$ cat config.mk
export PLATFORM = sky130hd
export DESIGN_NAME = tec_timer
export DESIGN_NICKNAME = d
export VERILOG_FILES = /design/src/tec_pkg.sv /design/src/tec_edge_sync.sv /design/src/tec_prescaler.sv /design/src/tec_timer.sv
export SDC_FILE = /design/constraint.sdc
export NUM_CORES = 1
export LEC_CHECK = 0
export BUFFER_PORTS_ARGS = -buffer_cell sky130_fd_sc_hd__buf_2
export CORE_MARGIN = 3
export CORE_UTILIZATION = 30
export CTS_CLUSTER_SIZE = 28
export DETAILED_ROUTE_END_ITERATION = 12
export PLACE_DENSITY_LB_ADDON = 0.1
export SYNTH_ARGS = -nofsm -noshare
export SYNTH_HDL_FRONTEND = slang
export SYNTH_SLANG_ARGS = --single-unit
export TNS_END_PERCENT = 20
$ cat constraint.sdc
create_clock -name clock_in -period 3.5 [get_ports clock_in]
set_input_delay 0.175 -clock clock_in [delete_from_list [all_inputs] [get_ports clock_in]]
set_output_delay 0.175 -clock clock_in [all_outputs]
set_load 0.02 [all_outputs]
$ cat src/tec_pkg.sv
// Package: register map, field layout and types of the 8-bit timer/event counter
package tec_pkg;

    // ------------------------------------------------------------
    // Register offsets
    // ------------------------------------------------------------
    localparam logic [3:0] ADDR_COUNT_PRELOAD   = 4'h0;
    localparam logic [3:0] ADDR_COUNTER_CONTROL = 4'h1;
    localparam logic [3:0] ADDR_IRQ_STATUS      = 4'h2;
    localparam logic [3:0] ADDR_IRQ_ENABLE      = 4'h3;
    localparam logic [3:0] ADDR_IRQ_CLEAR       = 4'h4;

    // ------------------------------------------------------------
    // Control field positions and reset values
    // ------------------------------------------------------------
    localparam int CTL_MODE_HI   = 7;
    localparam int CTL_MODE_LO   = 6;
    localparam int CTL_SRC_BIT   = 5;
    localparam int CTL_EN_BIT    = 4;
    localparam int CTL_EDGE_BIT  = 3;
    localparam int CTL_PSC_HI    = 2;
    localparam int CTL_PSC_LO    = 0;
    localparam logic [7:0] COUNT_PRELOAD_RST   = 8'h00;
    localparam logic [7:0] COUNTER_CONTROL_RST = 8'h08;
    localparam logic [7:0] COUNT_MAX           = 8'hFF;

    // Interrupt status bit positions
    localparam int IRQ_OVF_BIT  = 0;
    localparam int IRQ_DONE_BIT = 1;
    localparam int IRQ_WIDTH    = 2;

    // Prescaler counter width (divide by up to 128)
    localparam int PSC_WIDTH = 7;

    typedef enum logic [1:0] {
        TEC_MODE_UNUSED = 2'b00,
        TEC_MODE_EVENT  = 2'b01,
        TEC_MODE_TIMER  = 2'b10,
        TEC_MODE_PULSE  = 2'b11
    } tec_mode_t;

    typedef struct packed {
        tec_mode_t  mode_select;
        logic       source_clock_select;
        logic       count_enable;
        logic       active_edge_select;
        logic [2:0] prescale_select;
    } tec_ctrl_t;

    typedef struct packed {
        logic [3:0] addr;
        logic [7:0] wdata;
        logic       wr;
        logic       rd;
    } tec_bus_req_t;

endpackage

$ cat src/tec_edge_sync.sv
// Synchroniser and edge detector for the external count pin
`timescale 1ns/10ps
module tec_edge_sync (
    input  wire logic clock_in,
    input  wire logic rst_in,
    input  wire logic pin_in,
    output logic      rise_out,
    output logic      fall_out,
    output logic      level_out
);
    logic sync1_r;
    logic sync2_r;
    logic last_r;

    always_ff @(posedge clock_in or posedge rst_in) begin
        if (rst_in) begin
            sync1_r <= 1'b0;
            sync2_r <= 1'b0;
            last_r  <= 1'b0;
        end else begin
            sync1_r <= pin_in;
            sync2_r <= sync1_r;
            last_r  <= sync2_r;
        end
    end

    assign rise_out  = sync2_r & ~last_r;
    assign fall_out  = ~sync2_r & last_r;
    assign level_out = sync2_r;
endmodule

$ cat src/tec_prescaler.sv
// Power-of-two prescaler producing one-cycle count ticks
`timescale 1ns/10ps
module tec_prescaler #(
    parameter int WIDTH = tec_pkg::PSC_WIDTH
) (
    input  wire logic       clock_in,
    input  wire logic       rst_in,
    input  wire logic       src_tick_in,
    input  wire logic [2:0] psc_sel_in,
    output logic            tick_out
);
    logic [WIDTH-1:0] div_r;
    logic [WIDTH-1:0] mask;

    // Mask of low bits that must all be set for a tick
    assign mask = WIDTH'((1 << psc_sel_in) - 1);

    always_ff @(posedge clock_in or posedge rst_in) begin
        if (rst_in) begin
            div_r <= '0;
        end else if (src_tick_in) begin
            div_r <= div_r + WIDTH'(1);
        end
    end

    assign tick_out = src_tick_in & ((div_r & mask) == mask);
endmodule

$ cat src/tec_timer.sv
// Top: 8-bit timer/event counter with register port and interrupt
`timescale 1ns/10ps

// Summary of operation
// - One 8-bit up-counter, preloadable, internal or pin
// - Mode field: event, timer, pulse width
// - Timer/pulse use prescaler; source system or sub clock
// - Prescale divides by one to 128
// - Event mode counts chosen pin edges
// - Edge bit picks edge or pulse polarity
// - Pin counting ignores prescale and source settings
// - Count enable runs or halts counter
// - Overflow past FFH interrupts, reloads, continues
// - Write while disabled loads counter immediately
// - Write while enabled updates preload; overflow in same cycle reloads the written value
// - Count register reads running counter
// - Pulse mode enable only arms until edge
// - Pulse end clears enable, ignores further edges
module tec_timer (
    input  wire logic       clock_in,
    input  wire logic       rst_in,
    input  wire logic [3:0] addr_in,
    input  wire logic [7:0] wdata_in,
    input  wire logic       wr_in,
    input  wire logic       rd_in,
    input  wire logic       sub_clock_tick_in,
    input  wire logic       external_count_pin_in,
    output logic [7:0]      rdata_out,
    output logic            irq_out
);
    // ------------------------------------------------------------
    // Register state
    // ------------------------------------------------------------
    tec_pkg::tec_bus_req_t          req;
    tec_pkg::tec_ctrl_t             ctrl_r;
    logic [7:0]                     preload_r;
    logic [7:0]                     count_r;
    logic                           running_r;
    logic [tec_pkg::IRQ_WIDTH-1:0]  irq_status_r;
    logic [tec_pkg::IRQ_WIDTH-1:0]  irq_enable_r;
    logic [7:0]                     rdata_r;
    logic                           irq_r;

    logic                           pin_rise;
    logic                           pin_fall;
    logic                           pin_level;
    logic                           psc_src;
    logic                           psc_tick;
    logic                           start_edge;
    logic                           stop_edge;
    logic                           count_tick;
    logic                           overflow;
    logic                           pulse_done;
    logic                           wr_count;
    logic                           wr_ctrl;
    tec_pkg::tec_mode_t             mode;

    assign req.addr  = addr_in;
    assign req.wdata = wdata_in;
    assign req.wr    = wr_in;
    assign req.rd    = rd_in;

    function automatic logic hit(input tec_pkg::tec_bus_req_t r,
                                 input logic [3:0] a);
        hit = (r.addr == a);
    endfunction

    assign wr_count = req.wr & hit(req, tec_pkg::ADDR_COUNT_PRELOAD);
    assign wr_ctrl  = req.wr & hit(req, tec_pkg::ADDR_COUNTER_CONTROL);
    assign mode     = ctrl_r.mode_select;

    // ------------------------------------------------------------
    // Pin and clock sources
    // ------------------------------------------------------------
    tec_edge_sync u_sync (
        .clock_in  (clock_in),
        .rst_in    (rst_in),
        .pin_in    (external_count_pin_in),
        .rise_out  (pin_rise),
        .fall_out  (pin_fall),
        .level_out (pin_level)
    );

    // System clock ticks every cycle; sub clock arrives as a tick
    assign psc_src = ctrl_r.source_clock_select ? sub_clock_tick_in
                                                : 1'b1;

    tec_prescaler #(
        .WIDTH (tec_pkg::PSC_WIDTH)
    ) u_psc (
        .clock_in    (clock_in),
        .rst_in      (rst_in),
        .src_tick_in (psc_src),
        .psc_sel_in  (ctrl_r.prescale_select),
        .tick_out    (psc_tick)
    );

    // Pulse polarity: edge bit 0 starts on fall, stops on rise
    assign start_edge = ctrl_r.active_edge_select ? pin_rise : pin_fall;
    assign stop_edge  = ctrl_r.active_edge_select ? pin_fall : pin_rise;

    // ------------------------------------------------------------
    // Count tick selection
    // ------------------------------------------------------------
    always_comb begin
        count_tick = 1'b0;
        unique case (mode)
            tec_pkg::TEC_MODE_EVENT: begin
                // Pin edges only; prescaler ignored
                count_tick = ctrl_r.count_enable & start_edge_event();
            end
            tec_pkg::TEC_MODE_TIMER: begin
                count_tick = ctrl_r.count_enable & psc_tick;
            end
            tec_pkg::TEC_MODE_PULSE: begin
                count_tick = ctrl_r.count_enable & running_r
                             & psc_tick & ~stop_edge;
            end
            tec_pkg::TEC_MODE_UNUSED: begin
                count_tick = 1'b0;
            end
        endcase
    end

    function automatic logic start_edge_event();
        // Edge bit 0 rising, 1 falling in event mode
        start_edge_event = ctrl_r.active_edge_select ? pin_fall : pin_rise;
    endfunction

    assign overflow   = count_tick & (count_r == tec_pkg::COUNT_MAX);
    assign pulse_done = (mode == tec_pkg::TEC_MODE_PULSE)
                        & ctrl_r.count_enable & running_r & stop_edge;

    // ------------------------------------------------------------
    // Control register
    // ------------------------------------------------------------
    always_ff @(posedge clock_in or posedge rst_in) begin
        if (rst_in) begin
            ctrl_r <= tec_pkg::COUNTER_CONTROL_RST;
        end else if (wr_ctrl) begin
            ctrl_r <= req.wdata;
        end else if (pulse_done) begin
            ctrl_r.count_enable <= 1'b0;
        end
    end

    // Pulse mode armed versus running
    always_ff @(posedge clock_in or posedge rst_in) begin
        if (rst_in) begin
            running_r <= 1'b0;
        end else if (mode != tec_pkg::TEC_MODE_PULSE
                     || !ctrl_r.count_enable || pulse_done) begin
            running_r <= 1'b0;
        end else if (start_edge) begin
            running_r <= 1'b1;
        end
    end

    // ------------------------------------------------------------
    // Preload and counter
    // ------------------------------------------------------------
    always_ff @(posedge clock_in or posedge rst_in) begin
        if (rst_in) begin
            preload_r <= tec_pkg::COUNT_PRELOAD_RST;
        end else if (wr_count) begin
            preload_r <= req.wdata;
        end
    end

    always_ff @(posedge clock_in or posedge rst_in) begin
        if (rst_in) begin
            count_r <= tec_pkg::COUNT_PRELOAD_RST;
        end else if (wr_count && !ctrl_r.count_enable) begin
            count_r <= req.wdata;
        end else if (overflow) begin
            count_r <= wr_count ? req.wdata : preload_r;
        end else if (count_tick) begin
            count_r <= count_r + 8'h01;
        end
    end

    // ------------------------------------------------------------
    // Interrupt status, enable and clear
    // ------------------------------------------------------------
    always_ff @(posedge clock_in or posedge rst_in) begin
        if (rst_in) begin
            irq_enable_r <= '0;
        end else if (req.wr && hit(req, tec_pkg::ADDR_IRQ_ENABLE)) begin
            irq_enable_r <= req.wdata[tec_pkg::IRQ_WIDTH-1:0];
        end
    end

    always_ff @(posedge clock_in or posedge rst_in) begin
        if (rst_in) begin
            irq_status_r <= '0;
        end else begin
            // Set wins over a clear in the same cycle
            irq_status_r <= (irq_status_r
                & ~((req.wr && hit(req, tec_pkg::ADDR_IRQ_CLEAR))
                    ? req.wdata[tec_pkg::IRQ_WIDTH-1:0]
                    : {tec_pkg::IRQ_WIDTH{1'b0}}))
                | {pulse_done, overflow};
        end
    end

    always_ff @(posedge clock_in or posedge rst_in) begin
        if (rst_in) begin
            irq_r <= 1'b0;
        end else begin
            irq_r <= |(irq_status_r & irq_enable_r);
        end
    end
    assign irq_out = irq_r;

    // ------------------------------------------------------------
    // Read port
    // ------------------------------------------------------------
    always_ff @(posedge clock_in or posedge rst_in) begin
        if (rst_in) begin
            rdata_r <= 8'h00;
        end else if (req.rd) begin
            unique case (req.addr)
                tec_pkg::ADDR_COUNT_PRELOAD:   rdata_r <= count_r;
                tec_pkg::ADDR_COUNTER_CONTROL: rdata_r <= ctrl_r;
                tec_pkg::ADDR_IRQ_STATUS:
                    rdata_r <= {6'h00, irq_status_r};
                tec_pkg::ADDR_IRQ_ENABLE:
                    rdata_r <= {6'h00, irq_enable_r};
                default:                       rdata_r <= 8'h00;
            endcase
        end else begin
            rdata_r <= 8'h00;
        end
    end
    assign rdata_out = rdata_r;

    // Level of synchronised pin kept for future use is unused here
    logic unused_level;
    assign unused_level = pin_level;
endmodule

==> run summary, run 1 <==
Die Footprint -> 9320 µm²
Number of synthesized flops with an enable pin -> 0
Pins Over Slew Limit -> 0
GRT Util Overall -> 12.9%
I/O pin cnt -> 27
Hold Crit Class -> in -> reg
Flops & latches, synth -> 48
Final Worst Setup Slack -> 0.747 ns
CTS H-Tree Depth -> 2
Largest net degree at the start of global routing -> 30
Share of post-route cells with drive strength above 1 -> 24.9%
Ys async rst share -> 100%
CP Buf/Inv Count -> 1
Register area -> 1200 µm²
CTS buffer count -> 5
Worst-Margin Slew -> 0.722 ns
Footprint of the multi-input gates -> 1180 µm²
Critical path capture point type -> flop
First-pass GRT wire length -> 9.02 mm
Placed Cells incl. Taps -> 342
Top cells by count, synth -> 47 x dfrtp_1, 22 x nor2_1, 14 x mux2_2, 14 x nand2_1
Clock Skews -> 0.00483 ns
Leak -> 1.23 nW
Setup bufs post-CTS -> 0
Pwr Density -> 583 nW/µm²
Via count -> 1,748
Worst Path Arrival -> 2.94 ns
Initial Util -> 31.3%
Cell taking the most area after synthesis -> dfrtp_1
WP data required -> 3.69 ns
Crit path max fanout -> 13
Slew HR -> 51.7%
Post-synth top area share -> 47.8%
CP Cell Sequence -> nor3_2 -> inv_1 -> ha_1 -> nor2b_1 -> o32ai_2 -> a221oi_2 -> o211ai_2 -> mux2i_1 -> a221o_1
Register area share after synthesis -> 48.9%
Post-CTS sizing -> 0
Final #Nets -> 272
Yosys warns -> 0
FP Rows -> 32
Post-layout min period -> 2.75 ns
Detailed Route Iter0 Violations -> 69
Setup TNS -> 0 ns
Fillers -> 834
Slowest-stage cell, CP -> o211ai_2
Antenna viol nets, final -> 0
Slowest Stage Delay on Critical Path -> 0.55 ns
Most frequent cell after synthesis -> dfrtp_1
Top cells by area, synth -> dfrtp_1 48%, mux2_2 6.4%, nor2_1 3.4%
Clk sinks -> 48
Clock latency on the worst-skew pair -> 0.30 ns
Wire per inst -> 15.7 µm
Gp weighted congestion -> 0.807
Layout area overhead -> 13.3%
Gr ovfl total -> 0
Worst ir drop on vdd -> 166 µV
Syn avg cell area -> 11.3 µm²
Pre-CTS setup slack -> 0.746 ns
Ys flop type -> dfrtp_1
Crit start category -> flop
Die Wd -> 96.5 µm
RSZ-0062 raised after global routing -> false
Distinct cell type count after synthesis -> 52
Antenna diode count -> 0
Total wire length -> 5.52 mm
Post-DP HPWL -> 4.10 mm
Peak Freq -> 363 MHz
Max Cap Viol -> 0
Tcrit/Tclk final -> 78.7%
Vias in the first global route -> 1,740
Port buffer count -> 26
Post-Syn Instances -> 218
Setup violations, final -> 0
Initial DRT Pass Iterations -> 4
Deepest clock path buffer count -> 2
Initial antenna violation count -> 0
Residual DRC -> 0
Core area -> 7850 µm²
Hold buffer count at CTS -> 2
Post-DR vias/cell -> 4.98
Finished Layout Cells -> 351
Final hold viol count -> 0
Outcome -> finished clean
TritonCTS clock tree -> built
Mapped Nets -> 241
Worst-path clk slew -> 0.09 ns
Die Y -> 96.5 µm
Crit path max-delay family -> compound AO/OA/AOI/OAI gates
Synthesized cell area -> 2460 µm²
Clk root buf -> clkbuf_8
Crit path kind -> reg -> reg
cell usage in the layout (no fill, tap or decap), types with 7 or more instances in the layout:
master,instances
nand3_1,7
mux2i_1,8
mux2_2,14
o21ai_0,8
a221o_1,8
inv_1,7
buf_2,26
dfrtp_1,47
nand2_1,14
nor2_1,22
power breakdown:
| part | switching (W) | internal (W) | leakage [nW] |
|---|---|---|---|
| logic | 0.000213 | 0.000238 | 0.581 |
| clock network | 0.000179 | 0.000136 | 0.0410 |
| registers | 0.000167 | 0.000691 | 0.604 |
logic make-up after synthesis:
| family | after synthesis | share of synthesized area [%] |
|---|---|---|
| flip-flops | 48 | 48.9 |
| multiplexers | 25 | 12.0 |
| buffers and inverters | 14 | 3.00 |
| adder cells (fa/ha/maj) | 5 | 2.54 |
| AO/OA/AOI/OAI | 42 | 13.5 |
| XOR/XNOR | 9 | 3.21 |
| AND/OR/NAND/NOR | 75 | 16.8 |
layout make-up:
cell class / instances / share of cell area (%)
Timing Repair Buffer: 30 / 5.93
Multi-Input combinational cell: 156 / 42.5
Sequential cell: 48 / 43.2
Clock buffer: 6 / 2.61
Tap cell: 102 / 4.58
Clock inverter: 1 / 0.180
Inverter: 8 / 1.08
per-stage QoR:
| stage | power (W) | utilization (%) | area [µm²] | hold slack [ns] |
|---|---|---|---|---|
| floorplan | 0.00120 | - | 2460 | 0.206 |
| global placement | 0.00133 | 34.2 | 2690 | 0.196 |
| detailed placement | 0.00133 | 34.2 | 2690 | 0.196 |
| CTS | 0.00165 | 35.5 | 2790 | 0.110 |
| global route | 0.00175 | 35.5 | 2790 | 0.133 |
| finish | 0.00162 | 35.5 | 2790 | 0.124 |
layer usage:
layer / wire length [µm] / GRT usage [%] / part of all wire, %
met1: 2760 / 18.0 / 50
met4: 53 / 3.74 / 0.96
met2: 2470 / 19.7 / 45
met5: 0 / 0 / 0
met3: 243 / 3.18 / 4.4
flip-flops by register name (all words and copies together) (netlist names), 2 cells and up:
| name | flops |
|---|---|
| ctrl_r | 6 |
| u_psc.div_r | 7 |
| rdata_out | 8 |
| irq_enable_r | 2 |
| preload_r | 8 |
| count_r | 8 |
| mode | 2 |
| irq_status_r | 2 |
tightest hold or removal path: cells and delay by family:
| kind | cells | cell delay (ns) |
|---|---|---|
| AOI/OAI and AO/OA | 1 | 0.06 |
| buffers and inverters | 1 | 0.11 |
| and+or+nand+nor | 1 | 0.05 |
final timing paths:
path                            cells after the start  slack (ns)            from                to
worst max-delay path                                9        0.75       ctrl_r[2]        count_r[2]
worst min-delay path                                3        0.12     wdata_in[6]           mode[0]
worst max register to register                      9        0.75       ctrl_r[2]        count_r[2]
worst min register to register                      0        0.35  u_sync.sync1_r  u_sync.level_out
max in group asynchronous                           4        2.35          rst_in        count_r[5]
min in group asynchronous                           3        0.40          rst_in      rdata_out[2]
(Power assumes the default switching activity.)
==> run 2: changes to the inputs <==
- clock period: 3.5 -> 2.3 ns (I/O delays scaled with it)
==> run 2 against run 1 <==
  * The run now ends with negative setup slack left
  * Worst setup slack lost 0.82 ns
  * Critical path depth grew 1
  * Clock skew shrank 0.0018 ns
  * First-iteration DRC count grew 4.3%
  * Critical path type unchanged
  * Critical endpoint is now count_r[1]
  * Largest cell class unchanged
  * Highest routed layer unchanged
==> run summary, run 2 (synthesis results as in run 1) <==
Net switching power -> 0.000871 W (+56%)
First-pass GRT wire length -> 9.67 mm (+7.2%)
Clock network power share -> 18.6% (-0.8 points)
Gp weighted congestion -> 0.795 (-1.5%)
Antenna viol nets, final -> 0 (unchanged)
Failing checks -> negative setup slack
Slew HR -> 55.0% (+3.2 points)
Post-DP HPWL -> 4.28 mm (+4.5%)
Total wire length -> 5.80 mm (+5.0%)
Pins Over Slew Limit -> 0 (unchanged)
Peak Freq -> 421 MHz (+16%)
Initial antenna violation count -> 0 (unchanged)
Combinational share of power -> 31.6% (+3.8 points)
Post-Route M1 WL -> 2.96 mm (+7.3%)
Post-layout min period -> 2.37 ns (-0.379 ns)
Final core occ -> 37.5% (+2.0 points)
Leak -> 1.32 nW (+7.9%)
Pre-CTS setup slack -> -0.124 ns (-0.870 ns)
Worst-Margin Slew -> 0.675 ns (-0.0469 ns)
Worst Path Arrival -> 2.56 ns (-0.38 ns)
Max Used Layer -> met4
Final Worst Setup Slack -> -0.0738 ns (-0.821 ns)
Worst-path clk slew -> 0.09 ns (about the same)
Wire per inst -> 15.6 µm (-0.62%)
Crit path max fanout -> 5 (-8)
Pwr Density -> 877 nW/µm² (+50%)
Routed wl met3 -> 200 µm (-18%)
Post-DP Area -> 2820 µm² (+4.7%)
Gr ovfl total -> 0 (unchanged)
Port buffer count -> 26 (unchanged)
Via count -> 1,819 (+4.1%)
Crit path kind -> reg -> reg
Core area -> 7850 µm² (unchanged)
FP Rows -> 32 (unchanged)
Final #Nets -> 292 (+7.4%)
WP data required -> 2.49 ns (-1.20 ns)
Post-route cell area -> 2940 µm² (+5.5%)
Met2 WL -> 2.58 mm (+4.5%)
TritonCTS clock tree -> built
Worst ir drop on vdd -> 271 µV (+63%)
RSZ-0062 raised after global routing -> true
Initial Util -> 31.3% (unchanged)
Detailed Route Iter0 Violations -> 72 (+4.3%)
Critical path capture point type -> flop
Reg power frac -> 49.8% (-3.0 points)
Hold Crit Class -> in -> reg
I/O pin cnt -> 27 (unchanged)
Clock latency on the worst-skew pair -> 0.30 ns (about the same)
Die Y -> 96.5 µm (unchanged)
GRT Util Overall -> 13.8% (+0.97 points)
Tcrit/Tclk final -> 103% (+25 points)
Largest net degree at the start of global routing -> 31 (+3.3%)
CTS buffer count -> 5 (unchanged)
Internal power -> 0.00171 W (+60%)
Antenna diode count -> 0 (unchanged)
Initial DRT Pass Iterations -> 4 (unchanged)
Clk root buf -> clkbuf_8
Layout area overhead -> 19.5%
Sw Ratio -> 33.8% (-0.55 points)
Die Footprint -> 9320 µm² (unchanged)
Vias in the first global route -> 1,873 (+7.6%)
Clk sinks -> 48 (unchanged)
Final hold viol count -> 0 (unchanged)
Commonest non-fill, non-tap cells in the layout -> 47 x dfrtp_1, 26 x buf_2, 22 x nor2_1, 22 x buf_4
Share of post-route cells with drive strength above 1 -> 31.2% (+6.3 points)
Die Wd -> 96.5 µm (unchanged)
Outcome -> finished with violations
Clock Skews -> 0.00302 ns (-0.00181 ns)
Most common cell after layout, fill and taps aside -> dfrtp_1
Residual DRC -> 0 (unchanged)
CTS H-Tree Depth -> 2 (unchanged)
Deepest clock path buffer count -> 2 (unchanged)
Max Cap Viol -> 0 (unchanged)
Post-DR vias/cell -> 4.90 (-1.5%)
Setup violations, final -> 7 (+7)
Crit start category -> flop
## run 2: final cells by class
| cell class | count | area, µm² |
|---|---|---|
| Clock buffer | 6 | 72.6 |
| Clock inverter | 1 | 5.00 |
| Fill cell | 804 | 4910 |
| Inverter | 8 | 30.0 |
| Multi-Input combinational cell | 156 | 1190 |
| Sequential cell | 48 | 1200 |
| Tap cell | 102 | 128 |
| Timing Repair Buffer | 50 | 315 |
## run 2: what timing repair did
| item | in CTS | in global routing |
|---|---|---|
| endpoints found under the hold margin | 28 | 0 |
| setup buffers | 3 | 0 |
| hold buffers | 2 | 0 |
| endpoints found under the setup margin | 8 | 8 |
| gates resized for setup | 2 | 0 |
| pin swaps | 6 | 1 |
## run 2: worst max-delay path: stages (launching register included)
cell and delay [ns]:
dfrtp_1 0.41, buf_4 0.15, nand2_1 0.07, ha_2 0.19, buf_4 0.12, nor4bb_1 0.26
o21ai_0 0.12, o2111ai_1 0.14, o211ai_2 0.20, and2b_2 0.29, a221o_1 0.32
## run 2: power by group through the flow
stage          logic (W)  clock network, W  registers (W)
3_3_place_gp    0.000804                 0        0.00130
5_1_grt         0.000917          0.000542        0.00132
3_5_place_dp    0.000804                 0        0.00130
2_1_floorplan   0.000588                 0        0.00123
6_report        0.000815          0.000480        0.00128
4_1_cts         0.000825          0.000513        0.00128
## run 2: worst paths after layout
kind	from	end	slack [ns]	depth (start not counted)
max	ctrl_r[0]	count_r[1]	-0.07	10
max in group asynchronous	rst_in	preload_r[3]	1.24	4
min reg2reg	u_sync.sync1_r	u_sync.level_out	0.35	0
min in group asynchronous	rst_in	rdata_out[0]	0.46	3
max reg2reg	ctrl_r[0]	count_r[1]	-0.07	10
min	wdata_in[6]	mode[0]	0.07	3
## run 2: through the flow
| step | cells | setup TNS (ns) | total power (W) | hold slack, ns |
|---|---|---|---|---|
| floorplan | 218 | 0 | 0.00182 | 0.146 |
| finish | 371 | -0.374 | 0.00258 | 0.0726 |
| detailed placement | 359 | -0.694 | 0.00210 | 0.225 |
| CTS | 371 | -0.310 | 0.00262 | 0.0658 |
| global route | 371 | -1.39 | 0.00278 | 0.0707 |
| global placement | 359 | -0.309 | 0.00210 | 0.226 |
## run 2: metal layers
layer	GRT usage (%)	up-vias
met5	0	-
met3	2.71	6
met4	3.86	0
met2	21.4	31
li1	-	902
met1	19.7	880
==> run 3: changes to the inputs <==
- CORE_ASPECT_RATIO: not set -> 2
==> run 3 against run 2 <==
  * The flow still finishes with violations (negative setup slack)
  * Maximum frequency is 1.1% higher
  * Combinational power increased by 11%
  * Die area grew 0.71%
  * Cell area up 4.2%
  * Clock skew increased by 0.0038 ns
  * Critical path type unchanged
==> run summary, run 3 (synthesis results as in run 1) <==
Outcome -> finished with violations
Failing checks -> negative setup slack
Largest net degree at the start of global routing -> 26 (-16%)
CP Cell Sequence -> nor3_2 -> inv_1 -> ha_4 -> and2b_4 -> o32ai_2 -> a221oi_2 -> o211ai_4 -> buf_4 -> mux2i_1 -> a221o_1
Clk root buf -> clkbuf_16
Hold Crit Class -> in -> reg
CTS H-Tree Depth -> 2 (unchanged)
Commonest non-fill, non-tap cells in the layout -> 47 x dfrtp_1, 26 x buf_2, 21 x nor2_1, 21 x buf_4
CP Launch Point -> ctrl_r[1]
Worst ir drop on vdd -> 465 µV (+71%)
Post-route cell area -> 3060 µm² (+4.2%)
Final hold viol count -> 0 (unchanged)
Gr ovfl total -> 0 (unchanged)
Placed Cells incl. Taps -> 351 (-2.2%)
Core area -> 7940 µm² (+1.2%)
Worst hold stages -> 3 (unchanged)
Leak -> 1.37 nW (+3.4%)
Hold path startpoint -> wdata_in[6]
Layout area overhead -> 24.5%
Residual DRC -> 0 (unchanged)
Share of post-route cells with drive strength above 1 -> 32.6% (+1.4 points)
RSZ-0062 raised after global routing -> true
Die Y -> 134 µm (+39%)
Setup TNS -> -0.251 ns (+0.123 ns)
Final #Nets -> 292 (unchanged)
FP Rows -> 46 (+44%)
Detailed Route Iter0 Violations -> 73 (+1.4%)
Clock Skews -> 0.00684 ns (+0.00382 ns)
R2r worst-path depth -> 10 (unchanged)
Slowest-stage cell, CP -> dfrtp_1
Net switching power -> 0.000988 W (+13%)
Post-DR vias/cell -> 5.18 (+5.7%)
R2r startpoint -> ctrl_r[1]
Pwr Density -> 986 nW/µm² (+12%)
Deepest clock path buffer count -> 2 (unchanged)
Slew HR -> 61.9% (+7.0 points)
Initial antenna violation count -> 0 (unchanged)
TritonCTS clock tree -> built
Worst Path Arrival -> 2.53 ns (-0.03 ns)
Peak Freq -> 426 MHz (+1.1%)
Clock network power share -> 27.7% (+9.1 points)
Via count -> 1,896 (+4.2%)
Vias in the first global route -> 2,083 (+11%)
Antenna viol nets, final -> 0 (unchanged)
Combinational share of power -> 29.8% (-1.8 points)
Slowest Stage Delay on Critical Path -> 0.41 ns (about the same)
Max Cap Viol -> 0 (unchanged)
GRT Util Overall -> 14.8% (+0.91 points)
Die Footprint -> 9380 µm² (+0.71%)
Post-DP HPWL -> 4.95 mm (+16%)
Clk sinks -> 48 (unchanged)
Setup violations, final -> 7 (unchanged)
Reg power frac -> 42.5% (-7.3 points)
Initial DRT Pass Iterations -> 4 (unchanged)
Tcrit/Tclk final -> 102% (-1.1 points)
Crit path kind -> reg -> reg
CTS buffer count -> 5 (unchanged)
Post-layout min period -> 2.35 ns (-0.0255 ns)
Post-DP Area -> 2810 µm² (-0.36%)
Internal power -> 0.00203 W (+19%)
Pre-CTS setup slack -> -0.152 ns (-0.0287 ns)
Wire per inst -> 17.5 µm (+12%)
Sw Ratio -> 32.7% (-1.1 points)
WP data required -> 2.48 ns (about the same)
Clock latency on the worst-skew pair -> 0.29 ns (about the same)
Final Worst Setup Slack -> -0.0484 ns (+0.0255 ns)
Die Wd -> 70.0 µm (-27%)
Most common cell after layout, fill and taps aside -> dfrtp_1
Finished Layout Cells -> 366 (-1.3%)
Critical path capture point type -> flop
Critical path depth -> 10 (unchanged)
Crit path max-delay family -> compound AO/OA/AOI/OAI gates
Worst-path clk slew -> 0.07 ns (-0.02 ns)
Crit start category -> flop
Antenna diode count -> 0 (unchanged)
First-pass GRT wire length -> 10.7 mm (+11%)
Pins Over Slew Limit -> 0 (unchanged)
CP Buf/Inv Count -> 2 (unchanged)
Worst-Margin Slew -> 0.570 ns (-0.104 ns)
I/O pin cnt -> 27 (unchanged)
Gp weighted congestion -> 0.780 (-1.8%)
Crit path max fanout -> 7 (+2)
Port buffer count -> 26 (unchanged)
Initial Util -> 31.0% (-0.38 points)
Total wire length -> 6.42 mm (+11%)
run 3: cell type report:
class                   count  area [µm²]
clock buffers               5         125
fillers                   820        4880
repair buffers             50         328
multi-input cells         156        1210
inverters                   8        30.0
clock inverters             3        42.5
well taps                  96         120
flip-flops and latches     48        1200
run 3: power groups by stage:
| stage | Clock, W | Combinational [W] | Sequential [W] |
|---|---|---|---|
| floorplan | 0 | 0.000588 | 0.00123 |
| global placement | 0 | 0.000826 | 0.00130 |
| detailed placement | 0 | 0.000840 | 0.00130 |
| CTS | 0.000864 | 0.000891 | 0.00128 |
| global route | 0.000892 | 0.00101 | 0.00132 |
| finish | 0.000836 | 0.000901 | 0.00128 |
run 3: metrics by stage:
step / hold WS, ns / utilization (%) / power (W)
3_3_place_gp: 0.200 / 35.3 / 0.00213
5_1_grt: 0.0855 / 38.5 / 0.00322
3_5_place_dp: 0.198 / 35.3 / 0.00214
6_report: 0.0772 / 38.5 / 0.00302
4_1_cts: 0.0756 / 38.2 / 0.00304
2_1_floorplan: 0.146 / - / 0.00182
run 3: final timing paths:
kind / slack (ns) / endpoint
worst max-delay path: -0.05 / count_r[2]
worst min-delay path: 0.08 / mode[0]
worst max register to register: -0.05 / count_r[2]
worst min register to register: 0.35 / u_sync.level_out
max in group asynchronous: 1.34 / count_r[0]
min in group asynchronous: 0.43 / u_psc.div_r[2]
run 3: timing repair:
action                                  4_1_cts  5_1_grt
endpoints found under the setup margin        8        9
pin swaps                                     6        4
hold buffers                                  2        0
resized for setup                             5        2
hold endpoints to repair                     23        0
setup buffers                                 3        2
run 3: tightest hold or removal path: stages:
cell and delay (ns):
buf_2 0.11, nand2_1 0.05, o21ai_0 0.06
run 3: routing by layer:
metal	global-route usage, %	part of all wire (%)
met1	15.3	37
met2	27.6	57
met3	2.55	2.1
met4	7.68	3.7
met5	0	0
